$ cat src/common/dcs_pkg.sv
package dcs_pkg;
  localparam logic [7:0] STATUS_ADDR = 8'h04;
  localparam logic [7:0] STATUS_RESET = 8'h00;
  localparam int SHUTDOWN_LEVEL_BIT = 0;
  localparam int SHUTDOWN_FLAG_BIT = 1;
  localparam int BATTERY_ABSENT_BIT = 2;
  localparam int BATTERY_FLAG_BIT = 3;
  localparam int SLOT_ONE_LSB = 4;
  localparam int SLOT_TWO_LSB = 6;
  localparam int SLOT_ONE_ENABLE_BIT = 0;
  localparam int SLOT_TWO_ENABLE_BIT = 4;
  localparam int SLOT_ONE_STATE_LSB = 2;
  localparam int SLOT_TWO_STATE_LSB = 6;

  typedef enum logic [1:0] {
    DCS_POWERED_DOWN = 2'h0,
    DCS_ISOLATED = 2'h1,
    DCS_POWERED_PD = 2'h2,
    DCS_ACTIVE = 2'h3
  } dcs_slot_status_t;

  // events and levels arriving from the detection logic
  typedef struct packed {
    logic shutdown_level;
    logic shutdown_event;
    logic battery_absent;
    logic battery_event;
  } dcs_events_t;
endpackage : dcs_pkg

$ cat src/design/dcs_slot_decode.sv
`timescale 1ns/1ps
module dcs_slot_decode (
  input wire logic [1:0] iface_state,
  input wire logic regulator_enable,
  output dcs_pkg::dcs_slot_status_t slot_status
);
  // regulator off forces powered-down; state 00 with power reads as 10
  wire logic [1:0] powered_status;
  assign powered_status = (iface_state == 2'h0) ? 2'h2 : iface_state;
  assign slot_status = dcs_pkg::dcs_slot_status_t'(regulator_enable ? powered_status
                                                                    : 2'h0);
endmodule : dcs_slot_decode

$ cat src/design/dcs_status_reg.sv
`timescale 1ns/1ps
module dcs_status_reg (
  input wire logic core_clk,
  input wire logic rst,
  input wire logic clk_en,
  input wire dcs_pkg::dcs_events_t events,
  input wire logic [7:0] iface_control,
  input wire logic reg_rd,
  input wire logic reg_wr,
  input wire logic [7:0] reg_addr,
  input wire logic [7:0] reg_wdata,
  output logic [7:0] reg_rdata
);
  logic shutdown_flag;
  logic battery_flag;
  dcs_pkg::dcs_slot_status_t slot_one_status;
  dcs_pkg::dcs_slot_status_t slot_two_status;

  wire logic status_sel;
  wire logic status_read;
  wire logic [7:0] status_value;
  wire logic next_shutdown_flag;
  wire logic next_battery_flag;

  assign status_sel = (reg_addr == dcs_pkg::STATUS_ADDR);
  assign status_read = clk_en && reg_rd && status_sel;

  // writes are decoded nowhere; reg_wr and reg_wdata only exist for bus symmetry
  // set wins over the read clear so a coincident event is not lost
  assign next_shutdown_flag = events.shutdown_event ||
                              (shutdown_flag && !status_read);
  assign next_battery_flag = events.battery_event ||
                             (battery_flag && !status_read);

  dcs_slot_decode u_slot_one (
    .iface_state(iface_control[dcs_pkg::SLOT_ONE_STATE_LSB +: 2]),
    .regulator_enable(iface_control[dcs_pkg::SLOT_ONE_ENABLE_BIT]),
    .slot_status(slot_one_status)
  );

  dcs_slot_decode u_slot_two (
    .iface_state(iface_control[dcs_pkg::SLOT_TWO_STATE_LSB +: 2]),
    .regulator_enable(iface_control[dcs_pkg::SLOT_TWO_ENABLE_BIT]),
    .slot_status(slot_two_status)
  );

  assign status_value = {slot_two_status, slot_one_status, battery_flag,
                         events.battery_absent, shutdown_flag,
                         events.shutdown_level};

  always_ff @(posedge core_clk) begin
    if (rst) begin
      shutdown_flag <= 1'b0;
      battery_flag <= 1'b0;
    end else if (clk_en) begin
      shutdown_flag <= next_shutdown_flag;
      battery_flag <= next_battery_flag;
    end
  end

  // read data is registered: it captures the value before the clear
  always_ff @(posedge core_clk) begin
    if (rst) begin
      reg_rdata <= dcs_pkg::STATUS_RESET;
    end else if (status_read) begin
      reg_rdata <= status_value;
    end
  end
endmodule : dcs_status_reg

$ cat config.mk
export PLATFORM = sky130hd
export DESIGN_NAME = dcs_status_reg
export DESIGN_NICKNAME = d
export VERILOG_FILES = /design/src/common/dcs_pkg.sv /design/src/design/dcs_slot_decode.sv /design/src/design/dcs_status_reg.sv
export SDC_FILE = /design/constraint.sdc
export NUM_CORES = 1
export LEC_CHECK = 0
export BUFFER_PORTS_ARGS = -buffer_cell sky130_fd_sc_hd__buf_2
export CORE_MARGIN = 2
export CORE_UTILIZATION = 35
export CTS_BUF_LIST = sky130_fd_sc_hd__clkbuf_4 sky130_fd_sc_hd__clkbuf_8
export CTS_CLUSTER_DIAMETER = 100
export CTS_CLUSTER_SIZE = 25
export DETAILED_ROUTE_END_ITERATION = 7
export HOLD_SLACK_MARGIN = 0.03
export PLACE_DENSITY = 0.76
export SLEW_MARGIN = 20
export SYNTH_ARGS = -nofsm -noshare
export SYNTH_HDL_FRONTEND = slang
export SYNTH_HIERARCHICAL = 1
export SYNTH_SLANG_ARGS = --single-unit
$ cat constraint.sdc
create_clock -name core_clk -period 1.4 [get_ports core_clk]
set_clock_uncertainty 0.15 [all_clocks]
set_input_delay 0.14 -clock core_clk [delete_from_list [all_inputs] [get_ports core_clk]]
set_output_delay 0.14 -clock core_clk [all_outputs]
set_load 0.005 [all_outputs]
* Yosys cells after proc, flatten, opt, wreduce, memory -nomap -nowiden
Index checks and enable logic that the tools add are counted.
** Cells by class
- $add $sub $neg :: 0
- Multiply operators :: 0
- Div/mod/pow operators :: 0
- $lt $le $gt $ge :: 0
- Equal/unequal tests :: 1
- Shifts and indexed selects :: 0
- Muxes and demuxes :: 4
- Bitwise logic cells :: 0
- Reductions and logical operators :: 9
** Operators with widths (count)
- $eq 8x3->1 const B :: 1
- $mux 2 :: 4
- $logic_and 1x1->1 :: 4
- $logic_not 2->1 :: 2
- $logic_or 1x1->1 :: 2
- $logic_not 1->1 :: 1
** Storage, ports and cells
- Register bits :: 10
- Latch bits :: 0
- Memory bits (writable) :: 0
- ROM bits :: 0
- Input bits :: 33
- Output and inout bits :: 8
- Logic and storage cells :: 17
- Memories kept :: 0

* Longest topological paths before layout
- Depth in word-level cells :: 5
- Mapped depth :: 4
- Depth with buffers taken out :: 4

* By module
Netlist, hierarchy kept.
** By module, submodules not included
- dcs_status_reg :: times used 1, cells an instance 43, area an instance 456.7 um^2, sequential area each 200.2 um^2
- dcs_slot_decode :: times used 2, cells an instance 3, area an instance 21.3 um^2, sequential area each 0.0 um^2

* Worst setup path before layout
OpenSTA, ideal clock, no wires.
- Path type :: input-to-reg
- From :: input reg_addr[5]
- To :: register reg_rdata[0]
- Setup time :: 0.072 ns
- Arrival :: 1.230 ns
- Data required time :: 1.178 ns
- Slack :: -0.052 ns
- Cell stages on the path :: 4
- Path buffers :: 1
- Cell sequence :: or4_4 nor4_4 buf_6 mux2i_1
** Between the ends
- Longest elaborated chain between the ends :: 2
** RTL lines
- start: declaration :: line dcs_status_reg.sv:10 : input wire logic [7:0] reg_addr,
- $eq 8x3->1 :: line dcs_status_reg.sv:25 : assign status_sel = (reg_addr == dcs_pkg::STATUS_ADDR);
- $logic_and 1x1->1 :: line dcs_status_reg.sv:26 : assign status_read = clk_en && reg_rd && status_sel;
- end signal: assignment :: line dcs_status_reg.sv:64 : reg_rdata <= dcs_pkg::STATUS_RESET;
- end signal: assignment :: line dcs_status_reg.sv:66 : reg_rdata <= status_value;
- end: declaration :: line dcs_status_reg.sv:12 : output logic [7:0] reg_rdata
No other way between the ends.
A chain may end at the register's enable or synchronous reset.

* Final worst setup path
- From :: input reg_addr[5]
- To :: register reg_rdata[6]
The elaborated chain is that of the path after synthesis.

==> impl_metrics.yaml <==
setup_path:
  reg2regPathDepth: 2
  crit_chain: "buf_6 > or4_4 > nor4_4 > buf_12 > mux2i_1"
  critPathSlowestCell: "or4_4"
  cpPeakStageDelay_ps: 530
  startpoint: "reg_addr[5]"
  r2r-start: "reg_rdata[6]"
  worstPathArrival_ps: 1410
  crit_family: "simple AND/OR/NAND/NOR gates"
  worstReg2RegEnd: "reg_rdata[6]"
  path_depth: 5
  cp-end-kind: "flop"
  critPathBufInv: 2
  critical_path_class: "in -> reg"
  crit_required_ps: 1440
  ff2ff_setup_slack_ps: 630
  cp_max_fo: 10
  cp-endpoint: "reg_rdata[6]"
  worstSetupStartpointType: "primary input"
global_route:
  grt_antenna_before_repair: 0
  grt_max_degree: 19
  grt_overflow: 0
  grt_pass1_wl_mm: 1.607
  grt_usage: 0.1262
  grt_pass1_vias: 406
floorplanning:
  dieArea_um2: 1744
  start_util: 0.3789
  pin_count: 41
  rows: 13
  die_width_um: 41.77
  core_um2: 1318
  die_y_um: 41.77
yosys:
  synth_xor_area_frac: 0
  syn_nets: 82
  muxShareOfSynthArea: 0.1604
  synth_edf_count: 0
  synthSimpleGateAreaFrac: 0.3233
  synth-compound-area-share: 0.07018
  synth_top_area_cell: "dfxtp_1"
  synth_common_cells: "nand2b_1 (16), dfxtp_1 (10), mux2i_1 (8)"
  synth_cell_types: 13
  avgSynthCellArea_um2: 10.19
  async_flop_share: 0
  synth_fa_ha_area_frac: 0
  syn_inst: 49
  synth-seq-cells: 10
  yosysWarnings: 6
  ys_seq_area_frac: 0.4010
  yosys.area.top_type_share: 0.4010
  syn_area_um2: 499.2
  synth_top_family_by_area: "simple AND/OR/NAND/NOR gates"
  yosysMostFrequentCell: "nand2b_1"
  synth_area_leaders: "dfxtp_1 (40%), nand2b_1 (20%), mux2i_1 (16%)"
  synthFlopType: "dfxtp_1"
sta:
  hold_violations: 0
  fmax_mhz: 729.1
  min_period_ps: 1372
  finalCritPeriodShare: 0.9797
  totalNegativeSetupSlack_ps: 0
  setup_viol: 0
  max_slew_margin: 0.8263
  worst_pin_slew_ps: 258.6
  maxSlewViolCount: 0
  grt_setup_unrepaired: "no"
route:
  drc: 0
  avgViaCountPerCell: 4.500
  num_vias: 459
  ant_nets: 0
  dr.pass1.iters: 4
  avgRoutedWirePerCell_um: 9.833
  drt_iter0_drc: 9
  wl_mm: 1.003
hold_path:
  hold_class: "in -> reg"
  hold_depth: 4
cts:
  cts_tree: "done"
  clockBufferDepth: 2
  clock_sinks: 10
  htreeDepth: 1
  clk_latency_ps: 260
  root_buffer: "clkbuf_4"
  cts_buffers: 3
  clk_pin_slew_ps: 70
  post_cts_buffers: 0
power:
  total_power_mw: 0.6262
  power_density_nw_per_um2: 812.4
  p_leak_nw: 0.3432
  ir_drop_uv: 438.0
placement:
  hpwlAfterDp_um: 700.5
  portBuffers: 29
  dp.cells: 92
  place.gp.congestion: 0.6364
finish:
  syn_to_final_growth_pct: 54.39
  final_nets: 121
  drive_gt1_frac: 0.4368
  regArea_um2: 200.2
  utilization: 0.5850
  fillerInstances: 114
  multiInputGateArea_um2: 276.5
  layout.cells.non_filler: 102
  diodes: 0
outcome:
  outcome: "finished, final reports clean"
flow_run:
  maxCapViolCount: 0
-- worst min path at each step --
stage | to | start
2_1_floorplan | battery_flag | clk_en
3_3_place_gp | reg_rdata[0] | events[3]
3_5_place_dp | reg_rdata[0] | events[3]
4_1_cts | reg_rdata[7] | iface_control[6]
5_1_grt | reg_rdata[5] | iface_control[2]
6_report | reg_rdata[5] | iface_control[2]
-- stage by stage --
stage	setup WS, ps	cell area, µm²	hold WS, ps
floorplan	-52.02	499.2	140.9
global placement	-213.9	668.1	259.3
detailed placement	-235.6	668.1	256.8
CTS	8.203	760.7	34.82
global route	22.35	770.7	57.13
finish	28.47	770.7	36.04
-- power breakdown --
| part | internal, mW | total, mW | switching (mW) | leakage [nW] |
|---|---|---|---|---|
| clock network | 0.158 | 0.256 | 0.0984 | 0.0210 |
| registers | 0.289 | 0.290 | 0.00118 | 0.0810 |
| logic | 0.0521 | 0.0798 | 0.0277 | 0.241 |
| total | 0.499 | 0.626 | 0.127 | 0.343 |
-- layout make-up --
class	count	share of cell area
tap	15	0.02435
sequential	10	0.2597
clock buffer	4	0.04708
timing repair buffer	36	0.3003
multi-input combinational	35	0.3588
inverter	2	0.009740
-- cells in the final DEF (no fill, tap or decap), drive strengths merged --
| cell type | count |
|---|---|
| or4 | 1 |
| inv | 2 |
| o22ai | 2 |
| nand2b | 16 |
| mux2i | 8 |
| and2 | 2 |
| nor4 | 1 |
| dlygate4sd3 | 6 |
| buf | 30 |
| nand4b | 1 |
| dfxtp | 10 |
| a21boi | 2 |
| clkbuf | 4 |
| nand2 | 2 |
-- sequential cells by signal, indices dropped and copies added, names as in the netlist --
name	flops
reg_rdata	8
battery_flag	1
shutdown_flag	1
-- worst register-to-register path: cells and delay by family, from the launching register on --
kind | cells | cell delay [ps]
multiplexers | 1 | 140
AND/OR/NAND/NOR | 1 | 60
flip-flops | 1 | 350
-- timing repair --
action,in CTS,in global routing
resized for setup,1,0
setup endpoints to repair,1,0
endpoints found under the hold margin,4,1
hold buffers,5,1
-- cells by family after synthesis --
logic type | count (synthesis)
buffers and inverters | 4
muxes | 8
AOI/OAI and AO/OA | 4
DFF | 10
and+or+nand+nor | 23
-- layer usage --
| layer | track usage | vias to the layer above | wire [µm] | share of wire |
|---|---|---|---|---|
| met5 | 0 | - | 0 | 0 |
| met4 | 0.07742 | 0 | 17 | 0.017 |
| met3 | 0.06522 | 4 | 97 | 0.097 |
| met2 | 0.1969 | 23 | 471 | 0.47 |
| met1 | 0.1335 | 193 | 417 | 0.42 |
| li1 | - | 239 | - | - |
Power figures use the tool's default switching activity.
